<file path="config.mk">
export PLATFORM = sky130hd
export DESIGN_NAME = pll_spread_spectrum_modulator
export DESIGN_NICKNAME = d
export VERILOG_FILES = /design/src/ss_mod_pkg.sv /design/src/ss_step_timer.sv /design/src/pll_spread_spectrum_modulator.sv
export SDC_FILE = /design/constraint.sdc
export NUM_CORES = 1
export LEC_CHECK = 0
export ABC_AREA = 1
export BUFFER_PORTS_ARGS = -buffer_cell sky130_fd_sc_hd__buf_2
export CAP_MARGIN = 20
export CORE_MARGIN = 2
export CORE_UTILIZATION = 54
export CTS_CLUSTER_DIAMETER = 60
export DETAILED_ROUTE_END_ITERATION = 6
export GPL_ROUTABILITY_DRIVEN = 0
export GPL_TIMING_DRIVEN = 0
export PLACE_DENSITY = 0.78
export SLEW_MARGIN = 20
export SYNTH_ARGS = -nofsm -noshare
export SYNTH_HDL_FRONTEND = slang
export SYNTH_HIERARCHICAL = 1
export SYNTH_SLANG_ARGS = --single-unit
</file>
<file path="constraint.sdc">
create_clock -name sys_clk -period 2.4 [get_ports sys_clk]
set_clock_uncertainty 0.2 [all_clocks]
set_input_delay 0 -clock sys_clk [delete_from_list [all_inputs] [get_ports sys_clk]]
set_output_delay 0 -clock sys_clk [all_outputs]
set_load 0.005 [all_outputs]
</file>
<file path="src/ss_mod_pkg.sv">
// Purpose: constants and register map of the pll0 spread-spectrum modulator
// Assumes: registers written through the device's internal configuration port
// Notes:   all widths fixed; one byte per register address
package ss_mod_pkg;

   localparam int ADDR_W = 8;
   localparam int DATA_W = 8;
   localparam int NUM_SAMPLES = 6;
   localparam int FIELD_W = 4;
   localparam int OFFSET_W = 6;
   localparam int WAVE_W = 8;
   localparam int OUT_W = 10;

   // register offsets
   localparam logic [ADDR_W-1:0] SS_STEP_AND_SAMPLE_COUNT_PLL0 = 8'h60;
   localparam logic [ADDR_W-1:0] SS_DITHER_DOUBLE_OFFSET_PLL0  = 8'h61;
   localparam logic [ADDR_W-1:0] SS_DELTA_SAMPLES_0_1_PLL0     = 8'h62;
   localparam logic [ADDR_W-1:0] SS_DELTA_SAMPLES_2_3_PLL0     = 8'h63;
   localparam logic [ADDR_W-1:0] SS_DELTA_SAMPLES_4_5_PLL0     = 8'h64;

   // reset values
   localparam logic [DATA_W-1:0] REG_RESET = 8'h00;

   // field positions
   localparam int STEP_PERIOD_LSB  = 4;
   localparam int SAMPLE_COUNT_LSB = 0;
   localparam int DITHER_BIT       = 7;
   localparam int DOUBLE_BIT       = 6;
   localparam int START_OFFSET_LSB = 0;
   localparam int DELTA_HI_LSB     = 4;
   localparam int DELTA_LO_LSB     = 0;

   // dither source
   localparam logic [7:0] LFSR_SEED = 8'h01;
   localparam logic [7:0] LFSR_TAPS = 8'hb8;

   typedef enum logic [1:0] {
      SS_IDLE,
      SS_RUN
   } ss_state_t;

endpackage

</file>
<file path="src/ss_step_timer.sv">
// Purpose: counts pfd cycles and marks the end of each waveform step
// Assumes: period changes act at once; a count at or past the new period minus one ends the step in that cycle
// Notes:   step_done pulses for one cycle every period cycles while run is high
`timescale 1ns/100ps
module ss_step_timer (
   // clock and reset
   input  wire logic                           sys_clk,
   input  wire logic                           resetn,
   // control
   input  wire logic                           run,
   input  wire logic [ss_mod_pkg::FIELD_W-1:0] period,
   // status
   output logic                                step_done
);

   import ss_mod_pkg::*;

   logic [FIELD_W-1:0] count_reg;
   logic [FIELD_W-1:0] count_next;

   always_comb begin
      count_next = count_reg;
      if (!run) begin
         count_next = '0;
      end else if (count_reg >= period - 4'h1) begin
         count_next = '0;
      end else begin
         count_next = count_reg + 4'h1;
      end
   end

   // the period can read zero for one cycle before run drops; that must not fire a step
   assign step_done = run && (period != '0) && (count_reg >= period - 4'h1);

   always_ff @(posedge sys_clk or negedge resetn) begin
      if (!resetn) begin
         count_reg <= '0;
      end else begin
         count_reg <= count_next;
      end
   end

endmodule

</file>
<file path="src/pll_spread_spectrum_modulator.sv">
// Purpose: builds the stepped fractional-offset waveform for the pll0 feedback divider
// Assumes: sys_clk is the pfd clock; config writes are single-cycle strobes
// Notes:   read data appears one cycle after the read address is presented
`timescale 1ns/100ps
module pll_spread_spectrum_modulator (
   // clock and reset
   input  wire logic                          sys_clk,
   input  wire logic                          resetn,
   // configuration port
   input  wire logic                          cfg_wr,
   input  wire logic [ss_mod_pkg::ADDR_W-1:0] cfg_addr,
   input  wire logic [ss_mod_pkg::DATA_W-1:0] cfg_wdata,
   output logic      [ss_mod_pkg::DATA_W-1:0] cfg_rdata,
   // feedback divider side
   output logic      [ss_mod_pkg::OUT_W-1:0]  frac_offset,
   output logic                               ss_active,
   output logic                               step_strobe
);

   import ss_mod_pkg::*;

   ////////////////////////////////////////////////////////////////////////////
   // configuration registers

   logic [DATA_W-1:0] step_cnt_reg;
   logic [DATA_W-1:0] step_cnt_next;
   logic [DATA_W-1:0] dith_off_reg;
   logic [DATA_W-1:0] dith_off_next;
   logic [DATA_W-1:0] delta01_reg;
   logic [DATA_W-1:0] delta01_next;
   logic [DATA_W-1:0] delta23_reg;
   logic [DATA_W-1:0] delta23_next;
   logic [DATA_W-1:0] delta45_reg;
   logic [DATA_W-1:0] delta45_next;
   logic [DATA_W-1:0] rdata_reg;
   logic [DATA_W-1:0] rdata_next;

   always_comb begin
      step_cnt_next = step_cnt_reg;
      dith_off_next = dith_off_reg;
      delta01_next  = delta01_reg;
      delta23_next  = delta23_reg;
      delta45_next  = delta45_reg;
      if (cfg_wr) begin
         case (cfg_addr)
            SS_STEP_AND_SAMPLE_COUNT_PLL0: step_cnt_next = cfg_wdata;
            SS_DITHER_DOUBLE_OFFSET_PLL0:  dith_off_next = cfg_wdata;
            SS_DELTA_SAMPLES_0_1_PLL0:     delta01_next  = cfg_wdata;
            SS_DELTA_SAMPLES_2_3_PLL0:     delta23_next  = cfg_wdata;
            SS_DELTA_SAMPLES_4_5_PLL0:     delta45_next  = cfg_wdata;
            default: begin
            end
         endcase
      end
      case (cfg_addr)
         SS_STEP_AND_SAMPLE_COUNT_PLL0: rdata_next = step_cnt_reg;
         SS_DITHER_DOUBLE_OFFSET_PLL0:  rdata_next = dith_off_reg;
         SS_DELTA_SAMPLES_0_1_PLL0:     rdata_next = delta01_reg;
         SS_DELTA_SAMPLES_2_3_PLL0:     rdata_next = delta23_reg;
         SS_DELTA_SAMPLES_4_5_PLL0:     rdata_next = delta45_reg;
         default:                       rdata_next = REG_RESET;
      endcase
   end

   always_ff @(posedge sys_clk or negedge resetn) begin
      if (!resetn) begin
         step_cnt_reg <= REG_RESET;
         dith_off_reg <= REG_RESET;
         delta01_reg  <= REG_RESET;
         delta23_reg  <= REG_RESET;
         delta45_reg  <= REG_RESET;
         rdata_reg    <= REG_RESET;
      end else begin
         step_cnt_reg <= step_cnt_next;
         dith_off_reg <= dith_off_next;
         delta01_reg  <= delta01_next;
         delta23_reg  <= delta23_next;
         delta45_reg  <= delta45_next;
         rdata_reg    <= rdata_next;
      end
   end

   assign cfg_rdata = rdata_reg;

   ////////////////////////////////////////////////////////////////////////////
   // field decode

   logic [FIELD_W-1:0]  step_period_cycles;
   logic [FIELD_W-1:0]  sample_count;
   logic [FIELD_W-1:0]  used_count;
   logic [OFFSET_W-1:0] start_offset;
   logic                lsb_dither_enable;
   logic                modulator_output_double;
   logic [FIELD_W-1:0]  delta_samples [NUM_SAMPLES];

   assign step_period_cycles      = step_cnt_reg[STEP_PERIOD_LSB +: FIELD_W];
   assign sample_count            = step_cnt_reg[SAMPLE_COUNT_LSB +: FIELD_W];
   assign start_offset            = dith_off_reg[START_OFFSET_LSB +: OFFSET_W];
   assign lsb_dither_enable       = dith_off_reg[DITHER_BIT];
   assign modulator_output_double = dith_off_reg[DOUBLE_BIT];
   assign delta_samples[0]        = delta01_reg[DELTA_LO_LSB +: FIELD_W];
   assign delta_samples[1]        = delta01_reg[DELTA_HI_LSB +: FIELD_W];
   assign delta_samples[2]        = delta23_reg[DELTA_LO_LSB +: FIELD_W];
   assign delta_samples[3]        = delta23_reg[DELTA_HI_LSB +: FIELD_W];
   assign delta_samples[4]        = delta45_reg[DELTA_LO_LSB +: FIELD_W];
   assign delta_samples[5]        = delta45_reg[DELTA_HI_LSB +: FIELD_W];

   // only six samples are stored; a larger count is clamped rather than reading junk
   assign used_count = (sample_count > 4'(NUM_SAMPLES)) ? 4'(NUM_SAMPLES)
                                                         : sample_count;

   ////////////////////////////////////////////////////////////////////////////
   // step timing and waveform sequencer

   logic               step_done;
   logic               run_state;
   ss_state_t          state_reg;
   ss_state_t          state_next;
   logic [FIELD_W-1:0] index_reg;
   logic [FIELD_W-1:0] index_next;
   logic [WAVE_W-1:0]  wave_reg;
   logic [WAVE_W-1:0]  wave_next;

   // the timer counts only in the run state and is cleared while idle
   assign run_state = (state_reg == SS_RUN);

   ss_step_timer u_step_timer (
      .sys_clk   (sys_clk),
      .resetn    (resetn),
      .run       (run_state),
      .period    (step_period_cycles),
      .step_done (step_done)
   );

   always_comb begin
      state_next = state_reg;
      index_next = index_reg;
      wave_next  = wave_reg;
      case (state_reg)
         SS_IDLE: begin
            index_next = '0;
            wave_next  = '0;
            if (step_period_cycles != '0) begin
               state_next = SS_RUN;
               wave_next  = WAVE_W'(start_offset);
            end
         end
         SS_RUN: begin
            // a zero step period stops the waveform at once, even mid-step
            if (step_period_cycles == '0) begin
               state_next = SS_IDLE;
               index_next = '0;
               wave_next  = '0;
            end else if (step_done) begin
               if (index_reg >= used_count) begin
                  index_next = '0;
                  wave_next  = WAVE_W'(start_offset);
               end else begin
                  index_next = index_reg + 4'h1;
                  wave_next  = wave_reg + WAVE_W'(delta_samples[index_reg[2:0]]);
               end
            end
         end
         default: begin
            state_next = SS_IDLE;
         end
      endcase
   end

   always_ff @(posedge sys_clk or negedge resetn) begin
      if (!resetn) begin
         state_reg <= SS_IDLE;
         index_reg <= '0;
         wave_reg  <= '0;
      end else begin
         state_reg <= state_next;
         index_reg <= index_next;
         wave_reg  <= wave_next;
      end
   end

   ////////////////////////////////////////////////////////////////////////////
   // output shaping: lsb dither and doubling

   logic [7:0]       lfsr_reg;
   logic [7:0]       lfsr_next;
   logic [OUT_W-1:0] out_reg;
   logic [OUT_W-1:0] out_next;
   logic [OUT_W-1:0] dithered;
   logic             dither_bit;
   logic             strobe_reg;
   logic             strobe_next;

   always_comb begin
      lfsr_next = lfsr_reg[0] ? ((lfsr_reg >> 1) ^ LFSR_TAPS) : (lfsr_reg >> 1);
      // dither toggles only the lsb so the mean offset moves by half a step at most
      // the lfsr free-runs while idle; gating it keeps an idle output at zero
      dither_bit = lsb_dither_enable & lfsr_reg[0] & run_state;
      dithered = OUT_W'(wave_reg) ^ OUT_W'(dither_bit);
      if (modulator_output_double) begin
         out_next = dithered << 1;
      end else begin
         out_next = dithered;
      end
      strobe_next = step_done;
   end

   always_ff @(posedge sys_clk or negedge resetn) begin
      if (!resetn) begin
         lfsr_reg   <= LFSR_SEED;
         out_reg    <= '0;
         strobe_reg <= 1'b0;
      end else begin
         lfsr_reg   <= lfsr_next;
         out_reg    <= out_next;
         strobe_reg <= strobe_next;
      end
   end

   assign frac_offset = out_reg;
   assign ss_active   = run_state;
   assign step_strobe = strobe_reg;

endmodule

</file>
==> impl_metrics.py <==
metrics = {
    "run_status": {
        "status": "finished with violations",
        "violations": "negative setup slack",
    },
    "logic_synthesis": {
        "seq_area_frac_synth": 0.4816,
        "syn_area_per_cell_um2": 8.235,
        "syn_inst": 524,
        "ys_ff_latch": 83,
        "ys_types": 38,
        "synth_xor_area_frac": 0.01827,
        "synth_fp_nets": 559,
        "synth-compound-area-share": 0.1427,
        "synthAdderAreaFrac": 0.04813,
        "yosys_warnings": 6,
        "synthMuxAreaShare": 0,
        "synth_simple_gate_area_share": 0.2238,
        "synth_top_family_by_area": "simple AND/OR/NAND/NOR gates",
        "synth_area_um2": 4315,
    },
    "placed_design": {
        "io_buffers": 37,
        "dp_hpwl_um": 7606,
        "pre_cts_ws_ns": -0.3783,
    },
    "worst_setup_path": {
        "crit_start": "index_reg[0]$_DFFE_PN0P_",
        "r2r-end": "wave_reg[4]$_DFFE_PN0P_",
        "arrival_ns": 2.63,
        "critPathRequiredTime_ns": 2.46,
        "crit_fanout": 8,
        "rr_startpoint": "index_reg[0]$_DFFE_PN0P_",
        "endpoint": "wave_reg[4]$_DFFE_PN0P_",
        "worst-r2r-cell-count": 16,
        "r2r_setup_slack_ns": -0.17,
        "cp-end-kind": "flip-flop",
        "critPathLaunchType": "flip-flop",
        "worstSetupPathType": "reg -> reg",
    },
    "detailed_routing": {
        "drc": 0,
        "wirelength_um": 11640,
        "dr.pass1.iters": 6,
        "postRouteAntennaNets": 0,
        "first_iter_violations": 406,
        "vias_per_cell": 5.591,
        "wl_per_cell_um": 16.19,
        "vias": 4020,
    },
    "sta": {
        "finalSetupViolations": 6,
        "finalWorstSetupSlack_ns": -0.1712,
        "finalCriticalPeriod_ns": 2.571,
        "drv_slew": 0,
        "hold_viol_final": 0,
        "rsz0062_at_grt": "true",
        "max_clock_freq_ghz": 0.3889,
        "post-route-period-util": 1.071,
    },
    "clock_tree": {
        "clk_latency_ns": 0.37,
        "clk_path_buf_depth": 2,
        "clock_sinks": 83,
        "h-tree-depth": 3,
        "cts_made_buffers": 9,
        "clock-root-buffer": "clkbuf_8",
        "tritoncts": "yes",
        "clkSlewWorstSetupHoldPaths_ns": 0.09,
    },
    "pwr": {
        "swShare": 0.4083,
        "internal_power_mw": 3.287,
        "p_clk_frac": 0.167,
        "irDropWorstVdd_v": 0.0006109,
        "p_per_area_nw_per_um2": 1015,
        "power_mw": 5.556,
        "seq_power_share": 0.338,
        "p_leak_nw": 2.778,
        "p_comb_frac": 0.495,
        "p_switching_mw": 2.269,
    },
    "die": {
        "die_h_um": 93.40,
        "die_x_um": 93.40,
        "dieArea_um2": 8723,
        "placementRows": 32,
        "design.core.area_um2": 7727,
        "start_util": 0.5585,
        "boundaryPins": 39,
    },
    "global_route": {
        "grt_max_degree": 55,
        "grt_pass1_vias": 3676,
        "track_usage": 0.2680,
        "grt_overflow": 0,
        "grt_antenna_before_repair": 0,
        "grt_pass1_wl_um": 17910,
    },
    "layout": {
        "largest_reg_flops": 9,
        "fin_util": 0.7082,
        "drive_gt1_frac": 0.2561,
        "antenna_cells": 0,
        "finalNetCount": 647,
        "syn2layout_area_growth_pct": 26.82,
    },
    "run": {
        "maxCapViolCount": 0,
    },
    "worst_hold_path": {
        "min_path_type": "in -> reg",
        "hold_path.startpoint": "cfg_addr[6]",
    },
}
-- power by group through the flow --
stage          Combinational, mW  Clock [mW]  Sequential [mW]
2_1_floorplan               1.35           0             1.82
3_3_place_gp                1.74           0             1.85
3_5_place_dp                1.81           0             1.87
4_1_cts                     2.07       0.932             1.85
5_1_grt                     3.02       0.984             1.90
6_report                    2.75       0.930             1.88
-- layout make-up --
cell class	instances	area, um2
inverter	74	295.3
buffer	13	126.4
tap	102	127.6
fill	575	2255
multi-input combinational	355	2095
clock inverter	4	25.02
timing repair buffer	76	568.0
clock buffer	12	155.1
sequential	83	2081
-- worst max-delay path, cell delays in order (launching register included) --
cell	delay (ns)
dfrtp_2	0.45
clkinv_4	0.09
clkbuf_16	0.14
o21ai_2	0.05
o21ai_1	0.16
nand2_1	0.09
o21ai_2	0.07
ha_2	0.20
inv_2	0.04
fa_2	0.33
nand3b_1	0.21
nand2_2	0.13
nand2_1	0.06
nand2_1	0.06
nand2_1	0.05
nand3_1	0.07
a21oi_1	0.06
-- logic make-up after synthesis --
| kind of cell | count (synthesis) |
|---|---|
| xor gates and xnor gates | 9 |
| adders and majority gates | 16 |
| buffers and inverters | 87 |
| AOI/OAI and AO/OA | 114 |
| other | 2 |
| and+or+nand+nor | 213 |
| DFF | 83 |
-- cells in the final DEF (no fill, tap or decap), types with 12 or more instances in the layout --
cell / n
buf_4: 19
o21ai_0: 66
buf_2: 40
nand2_1: 107
dlygate4sd3_1: 19
dfrtp_1: 80
inv_1: 65
nand3_1: 30
o21ai_2: 16
clkbuf_8: 12
nor2_1: 34
-- per-stage QoR --
step                setup TNS (ns)  hold WS (ns)  cells  cell area (um2)
detailed placement          -3.555       -0.2370    664             4676
global placement            -2.933       0.04859    663             4646
floorplan                 -0.02408       -0.4956    524             4333
finish                     -0.5060       0.06346    719             5473
global route                -1.570       0.08282    719             5473
CTS                        -0.3312       0.04780    709             5204
-- synthesized netlist by cell type (all sizes together) --
library cell / number / area share
o21bai: 1 / 0.0026
nor3: 7 / 0.012
xor2: 6 / 0.012
xnor2: 3 / 0.0061
conb: 2 / 0.0017
clkinv: 2 / 0.0017
a211oi: 1 / 0.0017
dfstp: 1 / 0.0061
a21boi: 1 / 0.0017
nand3: 37 / 0.046
nor3b: 1 / 0.0043
nor2: 41 / 0.038
a21oi: 17 / 0.020
nand3b: 2 / 0.0035
o211ai: 1 / 0.0017
nand2: 117 / 0.10
o22ai: 1 / 0.0015
fa: 1 / 0.0046
nand4: 6 / 0.0087
buf: 9 / 0.016
nor4: 1 / 0.0049
or2: 1 / 0.0015
o21ai: 92 / 0.11
ha: 15 / 0.043
inv: 72 / 0.063
clkbuf: 4 / 0.0035
dfrtp: 82 / 0.48
-- per-layer routing --
metal | global-route usage | share of wire | vias up
met2 | 0.4400 | 0.49 | 227
met3 | 0.06044 | 0.078 | 46
li1 | - | - | 1874
met4 | 0.07843 | 0.034 | 0
met5 | 0 | 0 | -
met1 | 0.3576 | 0.40 | 1873
-- worst min path at each step --
stage               slack [ns]  cells after the start                          to
floorplan                -0.50                      0      cfg_rdata[0]$_DFF_PN0_
global placement          0.05                      3  delta23_reg[5]$_DFFE_PN0P_
detailed placement       -0.24                      1  delta01_reg[3]$_DFFE_PN0P_
CTS                       0.05                      7  delta01_reg[3]$_DFFE_PN0P_
global route              0.08                      6  delta01_reg[0]$_DFFE_PN0P_
finish                    0.06                      6  delta01_reg[7]$_DFFE_PN0P_
-- what timing repair did --
item                                    in CTS  in global routing
pin swaps                                    5                 24
cloned                                       2                  0
setup buffers                                7                 10
resized for setup                           24                 58
hold buffers                                20                  0
endpoints found under the setup margin      12                 14
hold endpoints to repair                   129                  0
(Power assumes the default switching activity.)
